==> config.mk <==
export PLATFORM = sky130hd
export DESIGN_NAME = ext_bus_pins
export DESIGN_NICKNAME = d
export VERILOG_FILES = /design/src/hdl/ext_bus_pins.v
export VERILOG_INCLUDE_DIRS = /design/src /design/src/hdl
export SDC_FILE = /design/constraint.sdc
export NUM_CORES = 1
export LEC_CHECK = 0
export ABC_AREA = 1
export BUFFER_PORTS_ARGS = -buffer_cell sky130_fd_sc_hd__buf_2
export CORE_MARGIN = 10
export CORE_UTILIZATION = 46
export DETAILED_ROUTE_END_ITERATION = 6
export GPL_TIMING_DRIVEN = 0
export PLACE_DENSITY_LB_ADDON = 0.05
export REMOVE_ABC_BUFFERS = 1
export SLEW_MARGIN = 10
export SYNTH_ARGS = -nofsm -noshare
export SYNTH_HDL_FRONTEND = slang
export SYNTH_SLANG_ARGS = --single-unit
==> constraint.sdc <==
create_clock -name clk_sys -period 4 [get_ports clk_sys]
set_clock_uncertainty 0.2 [all_clocks]
set_input_delay 0.6 -clock clk_sys [delete_from_list [all_inputs] [get_ports clk_sys]]
set_output_delay 0.6 -clock clk_sys [all_outputs]
set_load 0.01 [all_outputs]
==> src/hdl/ext_bus_consts.vh <==
// constants for the external bus pin block: register offsets, fields, timing
// assumes byte addressing on an axi4-lite slave with 32-bit data
`ifndef EXT_BUS_CONSTS_VH
`define EXT_BUS_CONSTS_VH

// register byte offsets
`define OFS_BP_CTRL 8'h00
`define OFS_BP_ADDR 8'h04
`define OFS_IRQ_STAT 8'h08
`define OFS_IRQ_MASK 8'h0C
`define OFS_BUS_STAT 8'h10

// control register fields
`define BIT_BP_EN 0
`define BIT_BP_PULSE 1
`define BIT_BP_HIT 2

// interrupt status fields
`define IRQ_HIT 0
`define IRQ_FIFO 1

// reset value and fetch thresholds
`define ADDR_RST 16'h0000
`define FETCH_LIMIT_INT 16'h1B40
`define FETCH_LIMIT_EXT 16'h0000

// breakpoint pulse timing
`define BP_PULSE_CLKS 8
`define BP_PULSE_REF_MHZ 24
`define SYS_MHZ 25
// eight 24 MHz clocks = 333 ns; at 25 MHz round up to 9 cycles
`define BP_PULSE_CYC ((`BP_PULSE_CLKS * `SYS_MHZ + `BP_PULSE_REF_MHZ - 1) / `BP_PULSE_REF_MHZ)

`define RESP_OKAY 2'b00
`define RESP_SLVERR 2'b10

`endif

==> src/hdl/ext_bus_pins.v <==
// external memory bus pin driver with breakpoint comparator
// assumes the core presents one access request per cycle on its side ports,
// all inputs except the async reset synchronous to clk_sys, registers reached over axi4-lite
//
// Operation
// [RULE_01] address bus always driven, resets to zero
// [RULE_02] internal ram accesses still show address
// [RULE_03] data bus idle z, read in, write out
// [RULE_04] data bus active only for external accesses
// [RULE_05] suspend drives data bus low
// [RULE_06] fifo strobes move bytes over data bus
// [RULE_07] fetch strobe low only on external fetch
// [RULE_08] fetch threshold 0x1b40 or 0x0000 by select
// [RULE_09] breakpoint out on enabled address match
// [RULE_10] pulse mode gives eight-clock high pulse
// [RULE_11] level mode holds until hit flag cleared
// [RULE_12] 16-bit compare, each match sets hit flag
`timescale 1ns/1ps
`include "ext_bus_consts.vh"

module ext_bus_pins
#(
  parameter PULSE_CYC = `BP_PULSE_CYC
)
(
  input wire clk_sys, // 25 mhz system clock
  input wire reset, // async reset, active high
  // core side
  input wire core_valid, // core access this cycle
  input wire [15:0] core_addr, // core address
  input wire core_write, // 1 write, 0 read
  input wire core_fetch, // access is a code fetch
  input wire core_external, // access targets external memory
  input wire [7:0] core_wdata, // write byte
  output reg [7:0] core_rdata, // byte captured from data bus
  input wire suspend, // device in suspend
  input wire external_code_select, // external code select pin
  // fifo side
  input wire fifo_rd_req, // move byte external fifo -> endpoint
  input wire fifo_wr_req, // move byte endpoint -> external fifo
  input wire [7:0] fifo_wdata, // byte from endpoint fifo
  output reg [7:0] fifo_rdata, // byte to endpoint fifo
  output reg fifo_rdata_valid, // fifo_rdata strobe
  // pins
  output reg [15:0] external_address_bus, // address pins
  input wire [7:0] data_in, // data pin input
  output reg [7:0] data_out, // data pin output
  output reg data_oe, // data pin output enable
  output reg program_fetch_strobe_n, // fetch strobe, active low
  output reg fifo_read_strobe_n, // fifo read strobe, active low
  output reg fifo_write_strobe_n, // fifo write strobe, active low
  output reg breakpoint_out, // breakpoint pin
  output reg irq, // level interrupt
  // axi4-lite
  input wire [7:0] s_axi_awaddr, // write address
  input wire s_axi_awvalid, // write address valid
  output reg s_axi_awready, // write address ready
  input wire [31:0] s_axi_wdata, // write data
  input wire [3:0] s_axi_wstrb, // byte strobes
  input wire s_axi_wvalid, // write data valid
  output reg s_axi_wready, // write data ready
  output reg [1:0] s_axi_bresp, // write response
  output reg s_axi_bvalid, // write response valid
  input wire s_axi_bready, // write response ready
  input wire [7:0] s_axi_araddr, // read address
  input wire s_axi_arvalid, // read address valid
  output reg s_axi_arready, // read address ready
  output reg [31:0] s_axi_rdata, // read data
  output reg [1:0] s_axi_rresp, // read response
  output reg s_axi_rvalid, // read valid
  input wire s_axi_rready // read ready
);

  // ************************************************************
  // registers
  // ************************************************************
  reg bp_en_r; // breakpoint enable
  reg bp_pulse_r; // pulse mode
  reg bp_hit_r; // sticky hit flag
  reg [15:0] bp_addr_r; // breakpoint address hi/lo
  reg [1:0] irq_stat_r; // sticky events
  reg [1:0] irq_mask_r; // interrupt mask
  reg [7:0] aw_addr_r; // latched write address
  reg aw_have_r; // write address held
  reg [31:0] w_data_r; // latched write data
  reg [3:0] w_strb_r; // latched strobes
  reg w_have_r; // write data held
  reg [3:0] pulse_cnt_r; // pulse length counter
  reg rd_pend_r; // external read in progress
  reg fifo_rd_pend_r; // fifo read in progress
  reg match_d_r; // match seen last cycle

  wire [15:0] cur_addr; // address on the pins next
  wire ext_read; // external read cycle
  wire ext_write; // external write cycle
  wire ext_fetch; // fetch that goes off chip
  wire match; // comparator output
  wire match_rise; // new match
  wire wr_fire; // register write takes effect
  wire hit_clr; // software clears hit
  wire [1:0] stat_clr; // software clears status
  wire [1:0] events; // event sources

  // ************************************************************
  // decode helpers
  // ************************************************************
  // fetch threshold depends on external code select
  function fetch_goes_out;
    input [15:0] a;
    input sel;
    fetch_goes_out = sel ? (a > `FETCH_LIMIT_EXT) : (a > `FETCH_LIMIT_INT); // RULE_08
  endfunction

  // byte-lane merge for register writes
  function [31:0] merge;
    input [31:0] old;
    input [31:0] nw;
    input [3:0] strb;
    integer i;
    begin
      merge = old;
      for (i = 0; i < 4; i = i + 1)
        if (strb[i])
          merge[i*8 +: 8] = nw[i*8 +: 8];
    end
  endfunction

  // keep last address when the core is idle so the bus never floats
  assign cur_addr = core_valid ? core_addr : external_address_bus; // RULE_02
  assign ext_fetch = core_valid & core_fetch & fetch_goes_out(core_addr, external_code_select);
  // internal targets never touch the data bus
  assign ext_read = core_valid & ~core_write & (core_external | ext_fetch); // RULE_04
  assign ext_write = core_valid & core_write & core_external & ~core_fetch; // RULE_04
  assign match = bp_en_r & (cur_addr == bp_addr_r); // RULE_09 RULE_12
  assign match_rise = match & ~match_d_r;
  assign wr_fire = aw_have_r & w_have_r & ~s_axi_bvalid;
  assign hit_clr = wr_fire & (aw_addr_r == `OFS_BP_CTRL) & w_strb_r[0] & w_data_r[`BIT_BP_HIT];
  assign stat_clr = (wr_fire & (aw_addr_r == `OFS_IRQ_STAT) & w_strb_r[0])
                    ? w_data_r[1:0] : 2'b00;
  assign events = {fifo_rd_req | fifo_wr_req, match_rise};
  wire [31:0] bp_addr_wr = merge({16'h0000, bp_addr_r}, w_data_r, w_strb_r); // merged, low half kept
  wire [31:0] mask_wr = merge({30'h0, irq_mask_r}, w_data_r, w_strb_r); // merged, low bits kept

  // ************************************************************
  // address bus, fetch strobe and data bus
  // ************************************************************
  // pins are registered; the access is on the pins the cycle after the request
  always @(posedge clk_sys or posedge reset)
  begin
    if (reset)
    begin
      external_address_bus <= `ADDR_RST; // RULE_01
      program_fetch_strobe_n <= 1'b1;
      data_out <= 8'h00;
      data_oe <= 1'b0;
      fifo_read_strobe_n <= 1'b1;
      fifo_write_strobe_n <= 1'b1;
      rd_pend_r <= 1'b0;
      fifo_rd_pend_r <= 1'b0;
    end
    else
    begin
      external_address_bus <= cur_addr; // RULE_01 RULE_02
      program_fetch_strobe_n <= ~ext_fetch; // RULE_07
      rd_pend_r <= ext_read & ~suspend;
      fifo_rd_pend_r <= fifo_rd_req & ~suspend & ~core_valid;
      fifo_read_strobe_n <= ~(fifo_rd_req & ~suspend & ~core_valid); // RULE_06
      fifo_write_strobe_n <= ~(fifo_wr_req & ~suspend & ~core_valid & ~fifo_rd_req); // RULE_06
      if (suspend)
      begin
        // driven low rather than left floating
        data_out <= 8'h00; // RULE_05
        data_oe <= 1'b1; // RULE_05
      end
      else if (ext_write)
      begin
        data_out <= core_wdata; // RULE_03
        data_oe <= 1'b1; // RULE_03
      end
      else if (fifo_wr_req & ~core_valid & ~fifo_rd_req)
      begin
        data_out <= fifo_wdata; // RULE_06
        data_oe <= 1'b1;
      end
      else
      begin
        data_out <= 8'h00; // idle, reads and fifo reads release the bus
        data_oe <= 1'b0; // RULE_03 RULE_04
      end
    end
  end

  // capture read data at the end of the read cycle
  always @(posedge clk_sys or posedge reset)
  begin
    if (reset)
    begin
      core_rdata <= 8'h00;
      fifo_rdata <= 8'h00;
      fifo_rdata_valid <= 1'b0;
    end
    else
    begin
      if (rd_pend_r)
        core_rdata <= data_in; // RULE_03
      if (fifo_rd_pend_r)
        fifo_rdata <= data_in; // RULE_06
      fifo_rdata_valid <= fifo_rd_pend_r;
    end
  end

  // ************************************************************
  // breakpoint
  // ************************************************************
  // one pulse per new match; a held match does not retrigger
  always @(posedge clk_sys or posedge reset)
  begin
    if (reset)
    begin
      match_d_r <= 1'b0;
      pulse_cnt_r <= 4'h0;
      bp_hit_r <= 1'b0;
      breakpoint_out <= 1'b0;
    end
    else
    begin
      match_d_r <= match;
      // set beats a simultaneous clear
      if (match_rise)
        bp_hit_r <= 1'b1; // RULE_12
      else if (hit_clr)
        bp_hit_r <= 1'b0; // RULE_11
      if (match_rise & bp_pulse_r)
        pulse_cnt_r <= PULSE_CYC[3:0]; // RULE_10
      else if (pulse_cnt_r != 4'h0)
        pulse_cnt_r <= pulse_cnt_r - 4'h1;
      if (bp_pulse_r)
        breakpoint_out <= (match_rise | (pulse_cnt_r > 4'h1)); // RULE_10
      else
        breakpoint_out <= match_rise | (bp_hit_r & ~hit_clr); // RULE_11
    end
  end

  // ************************************************************
  // axi4-lite slave and interrupt
  // ************************************************************
  // write address and data accepted in either order, then one response
  always @(posedge clk_sys or posedge reset)
  begin
    if (reset)
    begin
      aw_have_r <= 1'b0;
      w_have_r <= 1'b0;
      aw_addr_r <= 8'h00;
      w_data_r <= 32'h0000_0000;
      w_strb_r <= 4'h0;
      s_axi_awready <= 1'b0;
      s_axi_wready <= 1'b0;
      s_axi_bvalid <= 1'b0;
      s_axi_bresp <= `RESP_OKAY;
      s_axi_arready <= 1'b0;
      s_axi_rvalid <= 1'b0;
      s_axi_rdata <= 32'h0000_0000;
      s_axi_rresp <= `RESP_OKAY;
      bp_en_r <= 1'b0;
      bp_pulse_r <= 1'b0;
      bp_addr_r <= 16'h0000;
      irq_mask_r <= 2'b00;
      irq_stat_r <= 2'b00;
      irq <= 1'b0;
    end
    else
    begin
      s_axi_awready <= ~aw_have_r & ~s_axi_awready & s_axi_awvalid;
      s_axi_wready <= ~w_have_r & ~s_axi_wready & s_axi_wvalid;
      if (s_axi_awvalid & s_axi_awready)
      begin
        aw_have_r <= 1'b1;
        aw_addr_r <= s_axi_awaddr;
      end
      if (s_axi_wvalid & s_axi_wready)
      begin
        w_have_r <= 1'b1;
        w_data_r <= s_axi_wdata;
        w_strb_r <= s_axi_wstrb;
      end
      if (wr_fire)
      begin
        aw_have_r <= 1'b0;
        w_have_r <= 1'b0;
        s_axi_bvalid <= 1'b1;
        s_axi_bresp <= `RESP_OKAY;
        case (aw_addr_r)
          `OFS_BP_CTRL:
            if (w_strb_r[0])
            begin
              bp_en_r <= w_data_r[`BIT_BP_EN];
              bp_pulse_r <= w_data_r[`BIT_BP_PULSE];
            end
          `OFS_BP_ADDR:
            bp_addr_r <= bp_addr_wr[15:0];
          `OFS_IRQ_MASK:
            irq_mask_r <= mask_wr[1:0];
          `OFS_IRQ_STAT: ;
          default:
            s_axi_bresp <= `RESP_SLVERR; // unmapped
        endcase
      end
      else if (s_axi_bvalid & s_axi_bready)
        s_axi_bvalid <= 1'b0;
      // reads
      s_axi_arready <= ~s_axi_arready & ~s_axi_rvalid & s_axi_arvalid;
      if (s_axi_arvalid & s_axi_arready)
      begin
        s_axi_rvalid <= 1'b1;
        s_axi_rresp <= `RESP_OKAY;
        case (s_axi_araddr)
          `OFS_BP_CTRL: s_axi_rdata <= {29'h0, bp_hit_r, bp_pulse_r, bp_en_r};
          `OFS_BP_ADDR: s_axi_rdata <= {16'h0000, bp_addr_r};
          `OFS_IRQ_STAT: s_axi_rdata <= {30'h0, irq_stat_r};
          `OFS_IRQ_MASK: s_axi_rdata <= {30'h0, irq_mask_r};
          `OFS_BUS_STAT: s_axi_rdata <= {13'h0, breakpoint_out, data_oe,
                                         program_fetch_strobe_n, external_address_bus};
          default:
          begin
            s_axi_rdata <= 32'h0000_0000;
            s_axi_rresp <= `RESP_SLVERR;
          end
        endcase
      end
      else if (s_axi_rvalid & s_axi_rready)
        s_axi_rvalid <= 1'b0;
      // sticky events, set wins over write-one clear
      irq_stat_r <= events | (irq_stat_r & ~stat_clr);
      irq <= |((events | (irq_stat_r & ~stat_clr)) & irq_mask_r);
    end
  end

endmodule

### Word level (Yosys, flattened, before mapping)

Index checks and enable logic that the tools add are counted.

| cells by class | value |
|---|---|
| add/subtract/negate cells | 1 |
| $mul | 0 |
| divide/modulo/power cells | 0 |
| $lt $le $gt $ge | 3 |
| equality and inequality tests | 8 |
| shift operators | 0 |
| muxes and demuxes | 25 |
| bitwise operators | 62 |
| reductions and logical operators | 16 |

Operator list:

| cell | number |
|---|---|
| $pmux 19 s5 | 1 |
| $and 1x1->1 | 37 |
| $eq 8x4->1 const B | 4 |
| $mux 8 | 3 |
| $not 1->1 | 17 |
| $eq 16x16->1 | 1 |
| $eq 8x3->1 const B | 2 |
| $gt 16x1->1 const B | 1 |
| $gt 16x13->1 const B | 1 |
| $logic_not 8->1 | 2 |
| $mux 16 | 1 |
| $mux 1 | 15 |
| $reduce_and 3->1 | 4 |
| $reduce_bool 2->1 | 6 |
| $eq 8x5->1 const B | 1 |
| $mux 4 | 2 |
| $mux 2 | 3 |
| $reduce_or 5->1 | 1 |
| $and 2x2->2 | 2 |
| $gt 4x1->1 const B | 1 |
| $or 1x1->1 | 4 |
| $reduce_bool 4->1 | 1 |
| $reduce_or 4->1 | 1 |
| $sub 4x1->4 const B | 1 |
| other kinds (3) | 3 |

| word-level totals | value |
|---|---|
| bits in registers | 146 |
| bits in latches | 0 |
| bits in writable memories | 0 |
| bits in read-only memories | 0 |
| output and inout port bits | 88 |
| memories | 0 |

### Depth between registers and ports, before layout

| depth | value |
|---|---|
| depth after elaboration | 10 |
| depth in mapped cells | 13 |
| depth with buffers taken out | 12 |

### Worst setup path before layout

No wires, ideal clock.

| timing path | value |
|---|---|
| kind | input port to flip-flop |
| start | in core_valid |
| end | reg pulse_cnt_r[1] |
| library setup time | 0.117 ns |
| arrival time | 1.636 ns |
| setup slack | 2.047 ns |
| stages | 12 |
| buffers on the path | 2 |
| cells stage by stage | buf_6 inv_8 buf_8 nand2_1 nand3_2 nand2_1 nor2_1 nand2_1 nor2_2 nand4_4 nor2_2 nor2_1 |

| between the ends | value |
|---|---|
| word-level cells in the longest chain between the ends | 6 |
| elaborated cells on any way between the ends | 7 |

RTL lines:

| what | RTL line | source |
|---|---|---|
| start, declared | ext_bus_pins.v:29 | `input wire core_valid,` |
| $mux 16 * | ext_bus_pins.v:129 | `assign cur_addr = core_valid ? core_addr : external_address_bus;` |
| $eq 16x16->1 * | ext_bus_pins.v:134 | `assign match = bp_en_r & (cur_addr == bp_addr_r);` |
| $and 1x1->1 * | ext_bus_pins.v:134 |  |
| $and 1x1->1 * | ext_bus_pins.v:135 | `assign match_rise = match & ~match_d_r;` |
| $and 1x1->1 * | ext_bus_pins.v:233 | `if (match_rise & bp_pulse_r)` |
| $mux 4 / $reduce_bool 2->1 (equally long branches) | n/a |  |
| end signal, assigned | ext_bus_pins.v:234 | `pulse_cnt_r <= PULSE_CYC[3:0];` |
| end signal, assigned | ext_bus_pins.v:236 | `pulse_cnt_r <= pulse_cnt_r - 4'h1;` |
| end, declared | ext_bus_pins.v:88 | `reg [3:0] pulse_cnt_r;` |

Every way passes the cells marked *; elsewhere a longest branch is shown, timed or not.
A chain may end at the register's enable or synchronous reset.

### Final worst setup path

| timing path | value |
|---|---|
| start | in s_axi_araddr[0] |
| end | reg s_axi_rdata[4] |

| between the ends | value |
|---|---|
| word-level cells in the longest chain between the ends | 2 |
| elaborated cells on any way between the ends | 6 |

RTL lines:

| what | RTL line | source |
|---|---|---|
| start, declared | ext_bus_pins.v:65 | `input wire [7:0] s_axi_araddr,` |
| $eq 8x5->1 (tied with other cells) | ext_bus_pins.v:317 | `case (s_axi_araddr)` |
| $pmux 19 s5 * | ext_bus_pins.v:317 |  |
| end signal, assigned | ext_bus_pins.v:318 | `` `OFS_BP_CTRL: s_axi_rdata <= {29'h0, bp_hit_r, bp_pulse_r, bp_en_r}; `` |
| end signal, assigned | ext_bus_pins.v:319 | `` `OFS_BP_ADDR: s_axi_rdata <= {16'h0000, bp_addr_r}; `` |
| end signal, assigned | ext_bus_pins.v:320 | `` `OFS_IRQ_STAT: s_axi_rdata <= {30'h0, irq_stat_r}; `` |
| end, declared | ext_bus_pins.v:68 | `output reg [31:0] s_axi_rdata,` |

Marks and branches as above.

==> results.yml <==
outcome:
  status: "complete, no violations"
placement:
  port-buffer-count: 161
  globalplace.congestion: 0.859
  dp_hpwl_um: 12700
cells_and_area:
  multiInputGateArea_um2: 2320
  antenna-diode-count: 0
  post_synthesis_to_final_layout_area_growth_pct: 24.3
  post_route_cells_drive_above_1_share_pct: 26.9
  final.fill_count: 1171
  sequential_cell_area_um2: 3280
  design.final.nets: 978
timing:
  finalHoldWorstSlack_ns: 0.0328
  achievable-frequency_ghz: 0.381
  final_hold_viol_count: 0
  grt_setup_unrepaired: "false"
  setup_violations_final: 0
  final.min_clock_period_ns: 2.62
  tightest_slew_ns: 1.14
  setup_total_negative_slack_ns: 0
  finalMaxSlewViolations: 0
  layout_worst_path_cycle_share_pct: 65.6
  slew-limit-headroom_pct: 23.6
logic_synthesis:
  synth.ff_latch_count: 131
  ys_async_sr_fraction_pct: 100
  synth-main-ff-cell: "dfrtp_1"
  synth.lib_cells_used.distinct: 36
  synthesis.yosys.warnings: 0
  synthesis.area_um2: 6060
  synth_cells: 707
  synth.yosys.seq_area_share_pct: 54.1
  post-synth-top-area-fraction_pct: 52.8
  synth_area_leaders: "dfrtp_1 (53%), nand2_1 (14%), inv_1 (4.6%)"
  synthTopCellsByCount: "nand2_1 (233), dfrtp_1 (128), inv_1 (75)"
  netlist.top_cell.by_area: "dfrtp_1"
  yosys.cell_count.top_type: "nand2_1"
  synthesis.area_per_instance_um2: 8.58
  synth_enable_flop_cells: 0
clock_tree:
  clkSinkCount: 131
  cts-resized-gates: 0
  cts_buffers: 17
  htreeDepth: 4
  insertion_delay_ns: 0.41
  cts.root.buffer_cell: "clkbuf_16"
  clock_tree_from_tritoncts: "built"
  post-cts-setup-buffer-count: 0
  clock_pin_slew_on_the_worst_setup_and_hold_paths_ns: 0.06
  cts.path.max_buffers: 2
  cts.hold.buffers_added: 0
route:
  first_iter_violations: 283
  drt_drc_violations_left: 0
  totalWireLength_um: 16500
  detailroute.via_count: 5162
  drt_first_pass_iters: 7
  routed_via_density: 4.90
  drt.antenna.violating_nets: 0
  routed_wire_length_per_instance_um: 15.7
critical_path:
  critical_path.startpoint_type: "primary input"
  critical_path.reg2reg.startpoint: "s_axi_arready$_DFF_PP0_"
  crit-reg2reg-capture: "s_axi_rdata[1]$_DFFE_PP0P_"
  worst-endpoint-required_ns: 4.14
  arrival_ns: 2.76
  worstSetupPathType: "in -> reg"
  reg2regPathDepth: 5
  critPathCaptureType: "flip-flop"
  crit_path_max_fanout: 14
  ff2ff_setup_slack_ns: 1.86
die:
  die_area_um2: 18200
  io_pins: 195
  die_w_um: 135
  start_util_pct: 47.5
  fp.coreArea_um2: 12800
  row_count: 41
  die_y_um: 135
flow_run:
  cap_viol_max_count: 0
grt:
  grt_use_total_pct: 18.4
  grt_overflow_total: 0
  wire_length_of_the_first_global_routing_pass_um: 26700
  antenna_found_initial: 0
  grt_max_degree: 74
  grt_pass1_vias: 5239
hold_path:
  min_path_type: "in -> async"
power:
  p_leak_nw: 3.95
  power.ir.vdd_worst_mv: 0.326
  cellPowerDensity_nw_per_um2: 557
[worst max-delay path: stages]
cell and delay, ns:
buf_2 0.10, inv_1 0.04, nand2_1 0.14, nor3_2 0.89, nand2_1 0.49, o22ai_1 0.33
nand2_1 0.10, nand2_1 0.08
[metrics by stage]
step | cells | util [%] | setup WS [ns] | instance area [µm²] | total power, mW
6_report | 1053 | 59.0 | 1.38 | 7530 | 4.20
5_1_grt | 1053 | 59.0 | 1.19 | 7530 | 4.47
4_1_cts | 1053 | 59.0 | 1.47 | 7530 | 4.24
3_5_place_dp | 1021 | 54.5 | 1.04 | 6960 | 2.72
3_3_place_gp | 1019 | 54.1 | -1.74 | 6910 | 2.67
2_1_floorplan | 686 | - | -0.293 | 5890 | 2.36
[cells by family after synthesis]
logic type                 after synthesis  share of synthesized area (%)
muxes                                   17                           3.14
AOI/OAI and AO/OA                       86                           7.55
xor gates and xnor gates                 3                          0.433
adders and majority gates                3                          0.619
other                                    1                         0.0618
and+or+nand+nor                        354                           25.5
buffers and inverters                  112                           8.61
DFF                                    131                           54.1
[how the worst max path moves through the flow]
stage / startpoint / end / depth (start not counted)
2_1_floorplan: reset / aw_addr_r[0]$_DFFE_PP0P_ / 1
3_3_place_gp: reset / external_address_bus[8]$_DFF_PP0_ / 2
3_5_place_dp: s_axi_araddr[0] / s_axi_rdata[1]$_DFFE_PP0P_ / 8
4_1_cts: s_axi_araddr[0] / s_axi_rdata[1]$_DFFE_PP0P_ / 8
5_1_grt: s_axi_araddr[0] / s_axi_rdata[4]$_DFFE_PP0P_ / 8
6_report: s_axi_araddr[0] / s_axi_rdata[4]$_DFFE_PP0P_ / 8
[flip-flops by register name, indices dropped and copies added, names as in the netlist, 2 cells and up]
register / flops
pulse_cnt_r: 4
irq_mask_r: 2
external_address_bus: 16
s_axi_rdata: 19
w_data_r: 16
data_out: 8
core_rdata: 8
w_strb_r: 2
irq_stat_r: 2
bp_addr_r: 16
fifo_rdata: 8
aw_addr_r: 8
[cell usage in the layout, fill, tap and decap left out, types with 5 or more instances in the layout]
cell type and n:
a21oi_1 14, dfrtp_1 128, conb_1 15, nor3_1 11, inv_1 74, o21ai_0 54
nor2_1 30, nand2_1 233, buf_2 161, clkbuf_1 6, clkbuf_16 17, mux2_2 16
nand3_1 42, nand2_2 14, o22ai_1 5, nand4_1 7
[area by class of cell]
type,instances,share of cell area [%]
clock buffer,27,6.68
clock inverter,5,0.996
inverter,77,4.00
multi-input combinational,478,30.8
sequential,131,43.6
tap,172,2.86
timing repair buffer,163,11.2
[per-layer routing]
layer / up-vias / share of wire (%) / global-route usage, % / wire length (µm)
met1: 2400 / 44 / 23.6 / 7330
met2: 191 / 46 / 28.7 / 7550
li1: 2550 / - / - / -
met3: 21 / 8.7 / 5.86 / 1440
met4: 0 / 1.3 / 6.17 / 219
met5: - / 0 / 0 / 0
[report_power, final]
part / switching [mW] / internal (mW) / leakage [nW]
Combinational: 0.541 / 0.338 / 2.00
Sequential: 0.181 / 1.63 / 1.66
Clock: 0.530 / 0.980 / 0.285
Total: 1.25 / 2.94 / 3.95
Note: power is estimated with default switching activity, not from simulation.
